==> config.mk <==
export PLATFORM = sky130hd
export DESIGN_NAME = error_sync_barrier_unit
export DESIGN_NICKNAME = d
export VERILOG_FILES = /design/src/error_sync_pkg.sv /design/src/error_sync_barrier_unit.sv
export SDC_FILE = /design/constraint.sdc
export NUM_CORES = 1
export LEC_CHECK = 0
export ABC_CLOCK_PERIOD_IN_PS = 2700
export BUFFER_PORTS_ARGS = -buffer_cell sky130_fd_sc_hd__buf_2
export CAP_MARGIN = 40
export CELL_PAD_IN_SITES_DETAIL_PLACEMENT = 0
export CELL_PAD_IN_SITES_GLOBAL_PLACEMENT = 2
export CORE_UTILIZATION = 33
export DETAILED_ROUTE_END_ITERATION = 6
export PLACE_DENSITY = 0.85
export SLEW_MARGIN = 20
export SYNTH_ARGS = -nofsm -noshare
export SYNTH_HDL_FRONTEND = slang
export SYNTH_SLANG_ARGS = --single-unit
==> constraint.sdc <==
create_clock -name ref_clk -period 2.7 [get_ports ref_clk]
set_clock_uncertainty 0.2 [all_clocks]
set_input_delay 0.405 -clock ref_clk [delete_from_list [all_inputs] [get_ports ref_clk]]
set_output_delay 0.405 -clock ref_clk [all_outputs]
set_load 0.01 [all_outputs]
==> src/error_sync_pkg.sv <==
// Package: types and constants for the error synchronization barrier unit
package error_sync_pkg;

   localparam int SYND_W = 25;
   localparam int ADDR_W = 32;

   // Wishbone register offsets (byte addresses)
   localparam logic [7:0] OFS_DEFERRED = 8'h00;
   localparam logic [7:0] OFS_VDEFERRED = 8'h04;
   localparam logic [7:0] OFS_CONTROL = 8'h08;
   localparam logic [7:0] OFS_VSYNDROME = 8'h0C;
   localparam logic [7:0] OFS_STATUS = 8'h10;

   // Field positions
   localparam int DEFER_FLAG_BIT = 31;
   localparam int CTL_HYP_EN_BIT = 0;
   localparam int CTL_ROUTE_BIT = 1;
   localparam int CTL_TRAPG_BIT = 2;
   localparam int CTL_VPEND_BIT = 3;
   localparam int CTL_NMABT_BIT = 4;
   localparam int CTL_DBLF_BIT = 5;
   localparam int CTL_IMPL_BIT = 8;
   localparam int STS_PEND_BIT = 0;
   localparam int STS_UNCONT_BIT = 1;
   localparam int STS_VPEND_BIT = 2;
   localparam int STS_BUSY_BIT = 3;

   // Reset values
   localparam logic [31:0] CONTROL_RESET = 32'h0000_0000;
   localparam logic [SYND_W-1:0] SYND_RESET = 25'h0000000;

   // Error type field encoding inside syndrome bits [12:10]
   localparam int ETYPE_LSB = 10;
   localparam logic [2:0] ETYPE_UNREC = 3'h0;
   localparam int IMPL_IND_BIT = 13;

   // Drain wait bound for in-flight error sources
   localparam int DRAIN_CYCLES = 2;

   typedef enum logic [1:0] {
      LVL_USER = 2'h0,
      LVL_KERNEL = 2'h1,
      LVL_HYP = 2'h2,
      LVL_MONITOR = 2'h3
   } level_t;

   typedef enum logic [1:0] {
      SYNC_BARRIER = 2'h0,
      SYNC_ENTRY = 2'h1,
      SYNC_RETURN = 2'h2
   } sync_kind_t;

   typedef enum logic [1:0] {
      ST_IDLE = 2'b00,
      ST_DRAIN = 2'b01,
      ST_RESOLVE = 2'b11
   } state_t;

   typedef struct packed {
      logic [ADDR_W-1:0] pc;
      sync_kind_t kind;
      level_t level;
      logic nonsecure;
      logic phys_masked;
      logic virt_masked;
   } sync_req_t;

   typedef struct packed {
      logic unrecoverable;
      logic uncontainable;
      logic [SYND_W-1:0] syndrome;
   } err_report_t;

   typedef struct packed {
      logic take_phys;
      logic take_virt;
      logic precise;
      logic [ADDR_W-1:0] return_addr;
      logic [SYND_W-1:0] syndrome;
   } take_t;

endpackage
==> src/error_sync_barrier_unit.sv <==
// Error synchronization barrier unit: explicit and implicit barriers
//
// Notes on behaviour
// - Every consumed, contained unrecoverable error is synchronized by barrier events.
// - Synchronous aborts and recovery interrupts are untouched by barrier events.
// - Barrier instruction syncs errors; may record then clear masked pending error.
// - Deferred register kernel-or-above; routed nonsecure kernel access hits virtual copy.
// - Setting deferred flag for physical error clears its pending state.
// - Setting virtual deferred flag clears the virtual error pending bit.
// - All earlier unrecoverable errors have pended before event completes.
// - Unmasked pending physical error is taken, return address is barrier's address.
// - Masked at explicit barrier: clear pending, store syndrome, set flag.
// - Errors after the barrier are taken later, never deferred by it.
// - Taken contained errors report unrecoverable in syndrome; deferred ones in deferred register.
// - Unconsumed errors taken or deferred at a barrier are reported precise.
// - Uncontainable errors may be taken or deferred; otherwise stay pending.
// - User/kernel barrier syncs virtual error when hyp enabled, routed, not trap-general.
// - Unmasked pending virtual error is taken before barrier completes; the unit leaves it pending when a physical error is taken at the same barrier.
// - Masked virtual error: clear pending, copy virtual syndrome, set virtual flag.
// - Entry above user level with implicit bit: unmasked error taken first, masked stays.
// - Before return instructions: unmasked error taken at return address, masked stays.
// - Implicit barrier leaves both deferred registers unchanged.
// - Error taken after exception through implicit barrier sets implicit indicator.
// - Error ahead of exception: indicator zero, error type states restartability.
// - Double-fault extension with nonmaskable abort forces monitor implicit bit on.
`timescale 1ns/1ps
`default_nettype none

module error_sync_barrier_unit (
   input  wire logic                                  ref_clk,
   input  wire logic                                  reset,
   // Wishbone classic slave
   input  wire logic                                  wb_cyc_i,
   input  wire logic                                  wb_stb_i,
   input  wire logic                                  wb_we_i,
   input  wire logic [7:0]                            wb_adr_i,
   input  wire logic [3:0]                            wb_sel_i,
   input  wire logic [31:0]                           wb_dat_i,
   input  wire error_sync_pkg::level_t                wb_level_i,
   input  wire logic                                  wb_nonsecure_i,
   output logic [31:0]                                wb_dat_o,
   output logic                                       wb_ack_o,
   output logic                                       wb_err_o,
   // Error sources from pipeline and memory system
   input  wire logic                                  err_valid,
   input  wire error_sync_pkg::err_report_t           err_report,
   input  wire logic                                  err_inflight,
   // Synchronization request from pipeline
   input  wire logic                                  sync_valid,
   input  wire error_sync_pkg::sync_req_t             sync_req,
   output logic                                       sync_done,
   // Towards exception entry logic
   output error_sync_pkg::take_t                      take_out,
   output logic                                       take_valid,
   output logic                                       phys_pending
);

   localparam logic [1:0] DRAIN_MAX = 2'(error_sync_pkg::DRAIN_CYCLES);

   error_sync_pkg::state_t state;
   error_sync_pkg::sync_req_t req;
   logic [1:0] drain_cnt;
   logic [31:0] control;
   logic [error_sync_pkg::SYND_W-1:0] vsyndrome;
   logic [error_sync_pkg::SYND_W-1:0] pend_synd;
   logic pend_uncont;
   logic defer_flag;
   logic [error_sync_pkg::SYND_W-1:0] defer_synd;
   logic vdefer_flag;
   logic [error_sync_pkg::SYND_W-1:0] vdefer_synd;

   // Decoded control bits
   logic hyp_en;
   logic hyp_async_abort_route_bit;
   logic hyp_trap_general_bit;
   logic virtual_error_pending_bit;
   logic [3:0] impl_bits;
   logic monitor_implicit_barrier_bit;
   assign hyp_en = control[error_sync_pkg::CTL_HYP_EN_BIT];
   assign hyp_async_abort_route_bit = control[error_sync_pkg::CTL_ROUTE_BIT];
   assign hyp_trap_general_bit = control[error_sync_pkg::CTL_TRAPG_BIT];
   assign virtual_error_pending_bit = control[error_sync_pkg::CTL_VPEND_BIT];
   assign impl_bits = control[error_sync_pkg::CTL_IMPL_BIT +: 4];
   assign monitor_implicit_barrier_bit = impl_bits[3]
      | (control[error_sync_pkg::CTL_DBLF_BIT] & control[error_sync_pkg::CTL_NMABT_BIT]);

   // Does the request apply a barrier at all
   logic barrier_active;
   always_comb begin
      case (sync_req.kind)
         error_sync_pkg::SYNC_BARRIER: barrier_active = 1'b1;
         error_sync_pkg::SYNC_RETURN: barrier_active = 1'b1;
         error_sync_pkg::SYNC_ENTRY: begin
            if (sync_req.level == error_sync_pkg::LVL_MONITOR) begin
               barrier_active = monitor_implicit_barrier_bit;
            end else begin
               barrier_active = (sync_req.level != error_sync_pkg::LVL_USER)
                  & impl_bits[sync_req.level];
            end
         end
         default: barrier_active = 1'b0;
      endcase
   end

   // Virtual error synchronized by explicit barrier at user or kernel level
   logic virt_sync;
   assign virt_sync = (req.kind == error_sync_pkg::SYNC_BARRIER)
      & (req.level == error_sync_pkg::LVL_USER || req.level == error_sync_pkg::LVL_KERNEL)
      & hyp_en & hyp_async_abort_route_bit & ~hyp_trap_general_bit;

   logic resolving;
   logic explicit_barrier;
   logic defer_phys;
   logic take_phys_now;
   logic defer_virt;
   logic take_virt_now;
   assign resolving = (state == error_sync_pkg::ST_RESOLVE);
   assign explicit_barrier = (req.kind == error_sync_pkg::SYNC_BARRIER);
   assign take_phys_now = resolving & phys_pending & ~req.phys_masked;
   // Masked uncontainable errors are left pending rather than deferred
   assign defer_phys = resolving & phys_pending & req.phys_masked & explicit_barrier
      & ~pend_uncont;
   assign take_virt_now = resolving & virt_sync & virtual_error_pending_bit
      & ~req.virt_masked & ~take_phys_now;
   assign defer_virt = resolving & virt_sync & virtual_error_pending_bit
      & req.virt_masked;

   // Sequencer
   always_ff @(posedge ref_clk) begin
      if (reset) begin
         state <= error_sync_pkg::ST_IDLE;
         req <= '0;
         drain_cnt <= 2'h0;
      end else begin
         case (state)
            error_sync_pkg::ST_IDLE: begin
               if (sync_valid && barrier_active) begin
                  state <= error_sync_pkg::ST_DRAIN;
                  req <= sync_req;
                  drain_cnt <= 2'h0;
               end
            end
            error_sync_pkg::ST_DRAIN: begin
               // Wait until earlier errors have landed in the pending latch
               if (!err_inflight && drain_cnt >= DRAIN_MAX - 2'h1) begin
                  state <= error_sync_pkg::ST_RESOLVE;
               end
               if (drain_cnt != DRAIN_MAX) begin
                  drain_cnt <= drain_cnt + 2'h1;
               end
            end
            error_sync_pkg::ST_RESOLVE: state <= error_sync_pkg::ST_IDLE;
            default: state <= error_sync_pkg::ST_IDLE;
         endcase
      end
   end

   // Completion strobe; inactive requests complete at once
   always_ff @(posedge ref_clk) begin
      if (reset) begin
         sync_done <= 1'b0;
      end else begin
         sync_done <= resolving
            | (state == error_sync_pkg::ST_IDLE && sync_valid && !barrier_active);
      end
   end

   // Physical pending latch; a new error in the resolve cycle wins over the clear
   always_ff @(posedge ref_clk) begin
      if (reset) begin
         phys_pending <= 1'b0;
         pend_synd <= error_sync_pkg::SYND_RESET;
         pend_uncont <= 1'b0;
      end else begin
         if (err_valid && (err_report.unrecoverable || err_report.uncontainable)) begin
            phys_pending <= 1'b1;
            pend_synd <= err_report.syndrome;
            pend_uncont <= pend_uncont | err_report.uncontainable;
         end else if (take_phys_now || defer_phys) begin
            phys_pending <= 1'b0;
            pend_uncont <= 1'b0;
         end
      end
   end

   // Take report to exception entry logic
   always_ff @(posedge ref_clk) begin
      if (reset) begin
         take_valid <= 1'b0;
         take_out <= '0;
      end else begin
         take_valid <= take_phys_now | take_virt_now;
         take_out.take_phys <= take_phys_now;
         take_out.take_virt <= take_virt_now;
         take_out.precise <= 1'b1;
         take_out.return_addr <= req.pc;
         if (take_phys_now) begin
            take_out.syndrome <= pend_synd;
            if (!pend_uncont) begin
               take_out.syndrome[error_sync_pkg::ETYPE_LSB +: 3] <=
                  error_sync_pkg::ETYPE_UNREC;
            end
            // Taken after entry completes, so flag the implicit source
            take_out.syndrome[error_sync_pkg::IMPL_IND_BIT] <=
               (req.kind == error_sync_pkg::SYNC_ENTRY);
         end else begin
            take_out.syndrome <= vsyndrome;
         end
      end
   end

   // Bus access decode
   logic wb_req;
   logic access_ok;
   logic route_virtual;
   assign wb_req = wb_cyc_i & wb_stb_i & ~wb_ack_o & ~wb_err_o;
   assign access_ok = (wb_level_i != error_sync_pkg::LVL_USER);
   assign route_virtual = hyp_en & hyp_async_abort_route_bit & wb_nonsecure_i
      & (wb_level_i == error_sync_pkg::LVL_KERNEL);
   logic wr_def;
   logic wr_vdef;
   assign wr_def = wb_req & wb_we_i & access_ok & wb_sel_i[3] & ~route_virtual
      & (wb_adr_i == error_sync_pkg::OFS_DEFERRED);
   assign wr_vdef = wb_req & wb_we_i & access_ok & wb_sel_i[3]
      & ((wb_adr_i == error_sync_pkg::OFS_VDEFERRED)
      | (route_virtual & wb_adr_i == error_sync_pkg::OFS_DEFERRED));

   // Deferred registers; hardware deferral only from explicit barriers
   always_ff @(posedge ref_clk) begin
      if (reset) begin
         defer_flag <= 1'b0;
         defer_synd <= error_sync_pkg::SYND_RESET;
      end else if (defer_phys) begin
         defer_flag <= 1'b1;
         defer_synd <= pend_synd;
         if (!pend_uncont) begin
            defer_synd[error_sync_pkg::ETYPE_LSB +: 3] <= error_sync_pkg::ETYPE_UNREC;
         end
      end else if (wr_def) begin
         defer_flag <= wb_dat_i[error_sync_pkg::DEFER_FLAG_BIT];
         defer_synd <= wb_dat_i[error_sync_pkg::SYND_W-1:0];
      end
   end

   always_ff @(posedge ref_clk) begin
      if (reset) begin
         vdefer_flag <= 1'b0;
         vdefer_synd <= error_sync_pkg::SYND_RESET;
      end else if (defer_virt) begin
         vdefer_flag <= 1'b1;
         vdefer_synd <= vsyndrome;
      end else if (wr_vdef) begin
         vdefer_flag <= wb_dat_i[error_sync_pkg::DEFER_FLAG_BIT];
         vdefer_synd <= wb_dat_i[error_sync_pkg::SYND_W-1:0];
      end
   end

   // Control and virtual syndrome source; barrier clear beats software set
   always_ff @(posedge ref_clk) begin
      if (reset) begin
         control <= error_sync_pkg::CONTROL_RESET;
         vsyndrome <= error_sync_pkg::SYND_RESET;
      end else begin
         if (wb_req && wb_we_i && access_ok && wb_adr_i == error_sync_pkg::OFS_CONTROL) begin
            for (int b = 0; b < 4; b++) begin
               if (wb_sel_i[b]) begin
                  control[b*8 +: 8] <= wb_dat_i[b*8 +: 8];
               end
            end
         end
         if (defer_virt || take_virt_now) begin
            control[error_sync_pkg::CTL_VPEND_BIT] <= 1'b0;
         end
         if (wb_req && wb_we_i && access_ok && wb_adr_i == error_sync_pkg::OFS_VSYNDROME) begin
            vsyndrome <= wb_dat_i[error_sync_pkg::SYND_W-1:0];
         end
      end
   end

   // Bus answer, one cycle after the request is seen
   logic [31:0] rd_data;
   logic addr_hit;
   always_comb begin
      rd_data = 32'h0000_0000;
      addr_hit = 1'b1;
      case (wb_adr_i)
         error_sync_pkg::OFS_DEFERRED: begin
            if (route_virtual) begin
               rd_data = {vdefer_flag, 6'h00, vdefer_synd};
            end else begin
               rd_data = {defer_flag, 6'h00, defer_synd};
            end
         end
         error_sync_pkg::OFS_VDEFERRED: rd_data = {vdefer_flag, 6'h00, vdefer_synd};
         error_sync_pkg::OFS_CONTROL: rd_data = control;
         error_sync_pkg::OFS_VSYNDROME: rd_data = {7'h00, vsyndrome};
         error_sync_pkg::OFS_STATUS: begin
            rd_data[error_sync_pkg::STS_PEND_BIT] = phys_pending;
            rd_data[error_sync_pkg::STS_UNCONT_BIT] = pend_uncont;
            rd_data[error_sync_pkg::STS_VPEND_BIT] = virtual_error_pending_bit;
            rd_data[error_sync_pkg::STS_BUSY_BIT] = (state != error_sync_pkg::ST_IDLE);
         end
         default: addr_hit = 1'b0;
      endcase
   end

   always_ff @(posedge ref_clk) begin
      if (reset) begin
         wb_ack_o <= 1'b0;
         wb_err_o <= 1'b0;
         wb_dat_o <= 32'h0000_0000;
      end else begin
         wb_ack_o <= wb_req & addr_hit & access_ok;
         wb_err_o <= wb_req & ~(addr_hit & access_ok);
         wb_dat_o <= (wb_req && !wb_we_i && access_ok) ? rd_data : 32'h0000_0000;
      end
   end

   // Synchronous aborts and recovery interrupts have no port here at all

endmodule

`default_nettype wire

==> results of run 1 <==
[final timing paths]
path | end | cells past startpoint
min reg2reg | wb_dat_o[25]$_SDFF_PP0_ | 1
max | defer_synd[23]$_SDFFE_PP0P_ | 7
max reg2reg | defer_synd[16]$_SDFFE_PP0P_ | 5
min | req[25]$_SDFFE_PP0P_ | 3
[report_power, final]
group / switching [mW] / internal, mW
sequential: 0.0407 / 4.11
clock: 1.74 / 2.61
combinational: 0.374 / 0.325
[worst register-to-register path, cell delays in order (launching register included)]
cell and delay, ns:
dfxtp_1 0.47, nor4bb_4 0.56, nand2_1 0.34, nand2_1 0.15, buf_4 0.27, o311ai_0 0.16
[layout by cell type (no fill, tap or decap), types with 34 or more instances in the layout]
| cell | netlist | routed |
|---|---|---|
| dfxtp_1 | 273 | 273 |
| buf_2 | 22 | 215 |
| nand2_1 | 175 | 175 |
| a21oi_1 | 134 | 134 |
| nand3_1 | 113 | 113 |
| dlygate4sd3_1 | 0 | 109 |
| nor2b_1 | 88 | 88 |
| o311ai_0 | 62 | 62 |
| o21ai_0 | 52 | 52 |
| buf_4 | 5 | 34 |
[sequential cells by signal, summed over array words and instances (netlist names)]
name	flops
drain_cnt	2
defer_flag	1
vdefer_synd	25
wb_err_o	1
control	32
vdefer_flag	1
defer_synd	25
take_valid	1
req	37
vsyndrome	25
pend_uncont	1
wb_dat_o	32
take_out	60
wb_ack_o	1
state	2
sync_done	1
phys_pending	1
pend_synd	25
[through the flow]
| stage | hold WS, ns | area, um2 |
|---|---|---|
| after floorplan | 0.230 | 11400 |
| after global placement | 0.236 | 13000 |
| after detailed placement | 0.240 | 13000 |
| after CTS | 0.000355 | 15200 |
| after global routing | 0.0330 | 15200 |
| final | 0.0318 | 15200 |
[final cells by class]
cell class | count | area (um2) | share of cell area
flip-flops and latches | 273 | 5470 | 0.360
multi-input cells | 875 | 5410 | 0.357
repair buffers | 366 | 2570 | 0.169
clock buffers | 43 | 901 | 0.0594
well taps | 448 | 561 | 0.0369
clock inverters | 13 | 160 | 0.0106
inverters | 28 | 105 | 0.00693
[routing by layer]
metal,share of wire,up-vias,track usage,wire [um]
li1,-,5267,-,-
met1,0.43,5285,0.282,17100
met2,0.47,399,0.356,18600
met3,0.051,90,0.0232,2000
met4,0.041,0,0.0888,1600
met5,0,-,0,0
[cells by family (layout without fill, tap and decap cells)]
logic type / count (synthesis) / in the layout
simple gates: 475 / 475
buf+inv: 157 / 450
flops: 273 / 273
compound gates: 349 / 349
fa+ha+maj: 2 / 2
mux: 49 / 49
==> metrics.txt, run 1 <==
postcts setup bufs 0; post-layout min period 2.46 ns; post-synthesis instance total 1305; Critical R2R Launch state[0]$_SDFFE_PP0P_; Worst EP required 2.93 ns; Worst Setup SP wb_adr_i[3]; placed insts 1881; Final Setup Violations 0; Crit-path slowest cell dlygate4sd3_1; async set-reset flop share out of synthesis 0; Synth warnings 0; clock tree buffer depth 3; commonest cells in the netlist dfxtp_1, nand2_1, a21oi_1; CTS tree done; share of cells above drive strength 1 0.223; clk slew on worst S/H paths 0.06 ns; WP data arrival 2.69 ns; Detail Route Antenna Nets 0; DRT iter0 DRCs 846; Rel. slew slack 0.578; CTS Hold Bufs 109; Simple-Gate Fraction of Synth Area 0.214; Starting Density 0.339; Clock Sinks 273; Worst-Skew Late Latency 0.57 ns; TritonRoute pass-1 iters 5; Hold Crit Class input port to flip-flop; final hold vios 0; Worst VDD drop 0.563 mV; vias per inst 5.40; Synth area leaders dfxtp_1, a21oi_1, nand2_1, nand3_1, nor2b_1; post-synthesis xor/xnor area fraction 0; FP Rows 67; Layout Utilization 0.449; dpl hpwl 26000 um; Root Buffer clkbuf_16; mux share of post-synthesis cell area 0.0464; CP top delay family buffers and inverters; antenna fix cells 0; Top FF cell, synth dfxtp_1; pre-CTS WS 0.306 ns; mean routed wirelength per cell 19.2 um; Final nets 1698; R2R setup slack 0.39 ns; drc violations 0; number of flops mapped to enable cells by yosys 0; register area share after synthesis 0.478; FILL cells 3284; CP peak stage delay 0.56 ns; synth unique cells 54; chip width 188 um; Synth Register Bits 273; leakage power 5.87 nW; initial antenna violation count 0; Mean Syn Cell Area 8.76 um2; area leader, netlist dfxtp_1; die footprint 35400 um2; cell with the most instances after synthesis dfxtp_1; final cell count without fillers 2046; Pwr per Cell Area 606 nW/um2; Vias 11041; Critical Path End Type flip-flop; Cell Chain, Critical Path dlygate4sd3_1 > buf_2 > nor4bb_1 > nand2_1 > buf_4 > o311ai_0 > o211ai_1; Total GRT Usage 0.214; largest family of logic cells by synthesized area simple AND/OR/NAND/NOR gates; syn_nets 1428; DRT Wirelength 39300 um; fmax 0.406 GHz; core area 33800 um2; total power 9.19 mW; post-synth top area share 0.478; CTS resizes 0; crit path kind input port to flip-flop; H-Tree Depth 1; CTS Buf Count 31; GPL Wtd Cong 0.893; period utilisation layout 0.911; RSZ-0062 raised after global routing no; Top Ports 218; Syn Std Cell Area 11400 um2; actual slew at the worst max-slew pin 0.633 ns; Max FO, Critical Path 45; synthesized-area fraction occupied by adder cells 0.00219; first-pass GRT wire length 60600 um; GRT overflow 0; Worst Hold Launch sync_req[25]; Max-Cap Viols 0; largest net degree at the start of global routing 78; run status completed; PortBufs 216; vias in the first global route 10558; max-slew violation count 0; Synth Area in Compound Gates 0.204; worst path bufs/invs 3; Die Height 188 um; startpoint types input port; sum of negative setup slack 0 ns; final worst slack 0.240 ns; Layout area overhead 32.6%
Note: power is estimated with default switching activity, not from simulation.
==> inputs of run 2 (changes only) <==
--- a/config.mk
+++ b/config.mk
@@ -12,6 +12,7 @@
 export CELL_PAD_IN_SITES_GLOBAL_PLACEMENT = 2
 export CORE_UTILIZATION = 33
 export DETAILED_ROUTE_END_ITERATION = 6
+export HOLD_SLACK_MARGIN = 0.1
 export PLACE_DENSITY = 0.85
 export SLEW_MARGIN = 20
 export SYNTH_ARGS = -nofsm -noshare
==> metrics.txt, run 2 (synthesis results as in run 1) <==
run status completed; die footprint 35400 um2 (unchanged); fmax 0.408 GHz (+0.35%); Pwr per Cell Area 603 nW/um2 (-0.54%); vias in the first global route 10633 (+0.71%); post-layout min period 2.45 ns (-0.00855 ns); actual slew at the worst max-slew pin 0.635 ns (+0.00194 ns); largest net degree at the start of global routing 78 (unchanged); total power 9.21 mW (+0.20%); biggest regs take_out (60), req (37); Max-Cap Viols 0 (unchanged); crit path kind flip-flop to flip-flop; core area 33800 um2 (unchanged); CP peak stage delay 0.55 ns (about the same); startpoint types flip-flop; share of cells above drive strength 1 0.221 (-0.00152); Final nets 1709 (+0.65%); drc violations 0 (unchanged); Worst-Skew Late Latency 0.57 ns (about the same); most frequent cells in the layout dfxtp_1, buf_2, nand2_1; CTS tree done; Starting Density 0.339 (unchanged); Die Height 188 um (unchanged); leakage power 5.92 nW (+0.86%); Critical Path End Type flip-flop; Layout Utilization 0.452 (+0.00333); H-Tree Depth 1 (unchanged); sum of negative setup slack 0 ns (unchanged); initial antenna violation count 1 (+1); mean routed wirelength per cell 19.1 um (-0.41%); WP data arrival 2.72 ns (+0.03 ns); vias per inst 5.36 (-0.66%); TritonRoute pass-1 iters 5 (unchanged); Total GRT Usage 0.216 (+0.00116); commonest non-fill, non-tap cell in the layout dfxtp_1; Critical R2R Launch control[1]$_SDFFE_PP0P_; CTS Buf Count 31 (unchanged); FP Rows 67 (unchanged); Top Ports 218 (unchanged); max reg flops 60 (unchanged); worst path bufs/invs 2 (-1); GRT overflow 0 (unchanged); DRT iter0 DRCs 946 (+12%); clk slew on worst S/H paths 0.06 ns (about the same); GPL Wtd Cong 0.893 (unchanged); Final Setup Violations 0 (unchanged); Rel. slew slack 0.577 (-0.00129); Root Buffer clkbuf_16; CTS resizes 0 (unchanged); Hold Crit Class input port to flip-flop; Worst EP required 2.96 ns (+0.03 ns); Layout area overhead 33.6%; dpl hpwl 26000 um (unchanged); Vias 11033 (-0.072%); DRT Wirelength 39400 um (+0.17%); max-slew violation count 0 (unchanged); Crit-path slowest cell dlygate4sd3_1; Worst VDD drop 0.564 mV (+0.16%); Max FO, Critical Path 31 (-31%); chip width 188 um (unchanged); Clock Sinks 273 (unchanged); PortBufs 216 (unchanged); Worst Hold Launch wb_level_i[0]; final worst slack 0.248 ns (+0.00855 ns); Worst Setup SP control[1]$_SDFFE_PP0P_; period utilisation layout 0.908 (-0.00317); final hold vios 0 (unchanged); CP top delay family buffers and inverters; first-pass GRT wire length 60900 um (+0.57%); RSZ-0062 raised after global routing no; Detail Route Antenna Nets 0 (unchanged); Top reg by flops take_out; pre-CTS WS 0.306 ns (unchanged); clock tree buffer depth 3 (unchanged); Cell Chain, Critical Path and2_1 > a41oi_4 > buf_4 > mux2i_1 > a211oi_1 > dlygate4sd3_1
## run 2: what timing repair did
item | 4_1_cts | 5_1_grt
hold endpoints to repair | 174 | 0
hold buffers | 120 | 0
endpoints found under the setup margin | 0 | 0
setup buffers | 0 | 0
## run 2: cell type report
type	count	area [um2]
Multi-Input combinational cell	875	5410
Fill cell	3276	18500
Tap cell	448	561
Antenna cell	1	2.50
Inverter	28	105
Clock buffer	43	901
Clock inverter	13	160
Sequential cell	273	5470
Timing Repair Buffer	377	2680
## run 2: path summary, 6_finish.rpt
| path | end | slack (ns) | cells after the start |
|---|---|---|---|
| max reg2reg | wb_dat_o[31]$_SDFF_PP0_ | 0.25 | 6 |
| max | wb_dat_o[31]$_SDFF_PP0_ | 0.25 | 6 |
| min | wb_dat_o[3]$_SDFF_PP0_ | 0.14 | 4 |
| min reg2reg | wb_dat_o[25]$_SDFF_PP0_ | 0.25 | 1 |
## run 2: worst register-to-register path, delay by kind of cell, from the launching register on
family | cells | cell delay [ns]
buffers and inverters | 2 | 0.93
flip-flops | 1 | 0.36
AO/OA/AOI/OAI | 2 | 0.35
multiplexers | 1 | 0.26
AND/OR/NAND/NOR | 1 | 0.25
## run 2: metal layers
| metal | vias up | global-route usage | wire length (um) |
|---|---|---|---|
| met5 | - | 0 | 0 |
| met4 | 0 | 0.0910 | 1660 |
| met3 | 92 | 0.0232 | 1820 |
| met2 | 370 | 0.358 | 18700 |
| met1 | 5277 | 0.283 | 17300 |
| li1 | 5294 | - | - |
## run 2: per-stage QoR
step                      instances  hold WS [ns]  cell area, um2
after floorplan                1305         0.230           11400
after global placement         1880         0.236           13000
after detailed placement       1881         0.240           13000
after CTS                      2057         0.102           15300
after global routing           2058         0.153           15300
final                          2058         0.137           15300
## run 2: power breakdown
| group | switching, mW | total (mW) | internal [mW] |
|---|---|---|---|
| sequential | 0.0408 | 4.15 | 4.11 |
| combinational | 0.376 | 0.710 | 0.334 |
| clock | 1.74 | 4.35 | 2.61 |
==> inputs of run 3 (changes only) <==
--- a/config.mk
+++ b/config.mk
@@ -5,15 +5,15 @@
 export SDC_FILE = /design/constraint.sdc
 export NUM_CORES = 1
 export LEC_CHECK = 0
-export ABC_CLOCK_PERIOD_IN_PS = 2700
+export ABC_CLOCK_PERIOD_IN_PS = 3000
 export BUFFER_PORTS_ARGS = -buffer_cell sky130_fd_sc_hd__buf_2
 export CAP_MARGIN = 40
 export CELL_PAD_IN_SITES_DETAIL_PLACEMENT = 0
 export CELL_PAD_IN_SITES_GLOBAL_PLACEMENT = 2
-export CORE_UTILIZATION = 33
+export CORE_UTILIZATION = 36
 export DETAILED_ROUTE_END_ITERATION = 6
 export HOLD_SLACK_MARGIN = 0.1
-export PLACE_DENSITY = 0.85
+export PLACE_DENSITY = 0.91
 export SLEW_MARGIN = 20
 export SYNTH_ARGS = -nofsm -noshare
 export SYNTH_HDL_FRONTEND = slang
==> constraint.sdc (replaced) <==
create_clock -name ref_clk -period 3 [get_ports ref_clk]
set_clock_uncertainty 0.2 [all_clocks]
set_input_delay 0.45 -clock ref_clk [delete_from_list [all_inputs] [get_ports ref_clk]]
set_output_delay 0.45 -clock ref_clk [all_outputs]
set_load 0.01 [all_outputs]
==> metrics.txt, run 3 (synthesis results as in run 1) <==
CTS Hold Bufs 99 (-18%); R2R setup slack 0.52 ns (+0.27 ns); period utilisation layout 0.829; postcts setup bufs 0 (unchanged); mean routed wirelength per cell 20.1 um (+5.2%); H-Tree Depth 1 (unchanged); Top Ports 218 (unchanged); fmax 0.402 GHz; total power 8.04 mW (-13%); antenna fix cells 0 (-1); die footprint 32500 um2 (-8.2%); PortBufs 216 (unchanged); top layer in use met5; Critical Path Sink control[3]$_SDFFE_PP0P_; Detail Route Antenna Nets 0 (unchanged); DRT Wirelength 39800 um (+0.97%); Max FO, Critical Path 26 (-16%); actual slew at the worst max-slew pin 0.717 ns (+0.0822 ns); core area 30900 um2 (-8.5%); Total GRT Usage 0.238 (+0.0228); clk slew on worst S/H paths 0.06 ns (about the same); most frequent cells in the layout dfxtp_1, buf_2, nand2_1; chip width 180 um (-4.2%); Vias 10980 (-0.48%); clock tree buffer depth 3 (unchanged); CTS Buf Count 29 (-6.5%); final hold vios 0 (unchanged); Worst-Skew Late Latency 0.57 ns (about the same); Final Setup Violations 0 (unchanged); met2 WL 17000 um (-8.9%); Worst VDD drop 0.466 mV (-17%); initial antenna violation count 1 (unchanged); FP Rows 64 (-4.5%); Root Buffer clkbuf_16; max-slew violation count 0 (unchanged); drc violations 0 (unchanged); Final nets 1684 (-1.5%); first-pass GRT wire length 62100 um (+1.9%); dpl hpwl 24500 um (-5.8%); biggest regs take_out (60), req (37); max reg flops 60 (unchanged); run status completed; TritonRoute pass-1 iters 5 (unchanged); Worst EP required 3.24 ns (+0.28 ns); largest net degree at the start of global routing 101 (+29%); Cell Chain, Critical Path dlygate4sd3_1 > buf_2 > nor3b_2 > buf_4 > and3_1 > a21oi_1 > nor4_1; RSZ-0062 raised after global routing no; Worst Hold Launch sync_req[28]; M1 WL 18400 um (+6.8%); GPL Wtd Cong 0.804 (-10%); DRT iter0 DRCs 970 (+2.5%); Die Height 180 um (-4.2%); leakage power 5.78 nW (-2.5%); share of cells above drive strength 1 0.217 (-0.00417); Pwr per Cell Area 538 nW/um2 (-11%); RR Endpoint defer_synd[2]$_SDFFE_PP0P_; sum of negative setup slack 0 ns (unchanged); WP data arrival 2.73 ns (about the same); Layout area overhead 30.6%; vias in the first global route 10666 (+0.31%); GRT overflow 0 (unchanged); Critical R2R Launch state[0]$_SDFFE_PP0P_; Top reg by flops take_out; Met3 Routed Length 3490 um (+91%); Hold Crit Class input port to flip-flop; CTS resizes 0 (unchanged); vias per inst 5.56 (+3.6%); CP peak stage delay 0.55 ns (about the same); Rel. slew slack 0.522 (-0.0548); Worst Setup SP wb_adr_i[3]; crit path kind input port to flip-flop; startpoint types input port; Crit-path slowest cell dlygate4sd3_1; post-layout min period 2.49 ns; Starting Density 0.370 (+0.0315); Clock Sinks 273 (unchanged); commonest non-fill, non-tap cell in the layout dfxtp_1; Max-Cap Viols 0 (unchanged); Critical Path End Type flip-flop; CTS tree done; FF-to-FF path depth 6 (unchanged)
## run 3: layout make-up
class,instances,area (um2)
clock buffer,45,866
clock inverter,5,104
fill,2985,16000
inverter,28,105
multi-input combinational,875,5420
sequential,273,5470
tap,396,495
timing repair buffer,354,2490
## run 3: metrics by stage
| stage | cell area (um2) | hold WS [ns] | setup slack [ns] | utilization | cells |
|---|---|---|---|---|---|
| final | 14900 | 0.126 | 0.513 | 0.483 | 1976 |
| after global placement | 12900 | 0.238 | 0.503 | 0.419 | 1825 |
| after global routing | 14900 | 0.138 | 0.379 | 0.483 | 1976 |
| after detailed placement | 13000 | 0.239 | 0.428 | 0.419 | 1826 |
| after CTS | 14900 | 0.102 | 0.553 | 0.483 | 1975 |
| after floorplan | 11400 | 0.230 | 0.967 | - | 1305 |
## run 3: worst max-delay path, delay by kind of cell
family,cells,cell delay [ns]
buffers and inverters,3,1.15
and+or+nand+nor,3,1.00
AOI/OAI and AO/OA,1,0.13
## run 3: per-layer routing
layer | vias up | GRT usage
li1 | 5245 | -
met1 | 5109 | 0.350
met2 | 565 | 0.358
met3 | 59 | 0.0426
met4 | 2 | 0.0581
met5 | - | 0
## run 3: worst min path at each step
stage,end,slack [ns],cells after the start
floorplan,wb_dat_o[25]$_SDFF_PP0_,0.23,1
global placement,wb_dat_o[29]$_SDFF_PP0_,0.24,1
detailed placement,wb_dat_o[25]$_SDFF_PP0_,0.24,1
CTS,wb_err_o$_SDFF_PP0_,0.10,3
global route,wb_err_o$_SDFF_PP0_,0.14,3
finish,req[28]$_SDFFE_PP0P_,0.13,3
## run 3: power breakdown
group / internal, mW / switching [mW]
logic: 0.285 / 0.337
registers: 3.70 / 0.0440
clock network: 2.22 / 1.46
total: 6.20 / 1.84
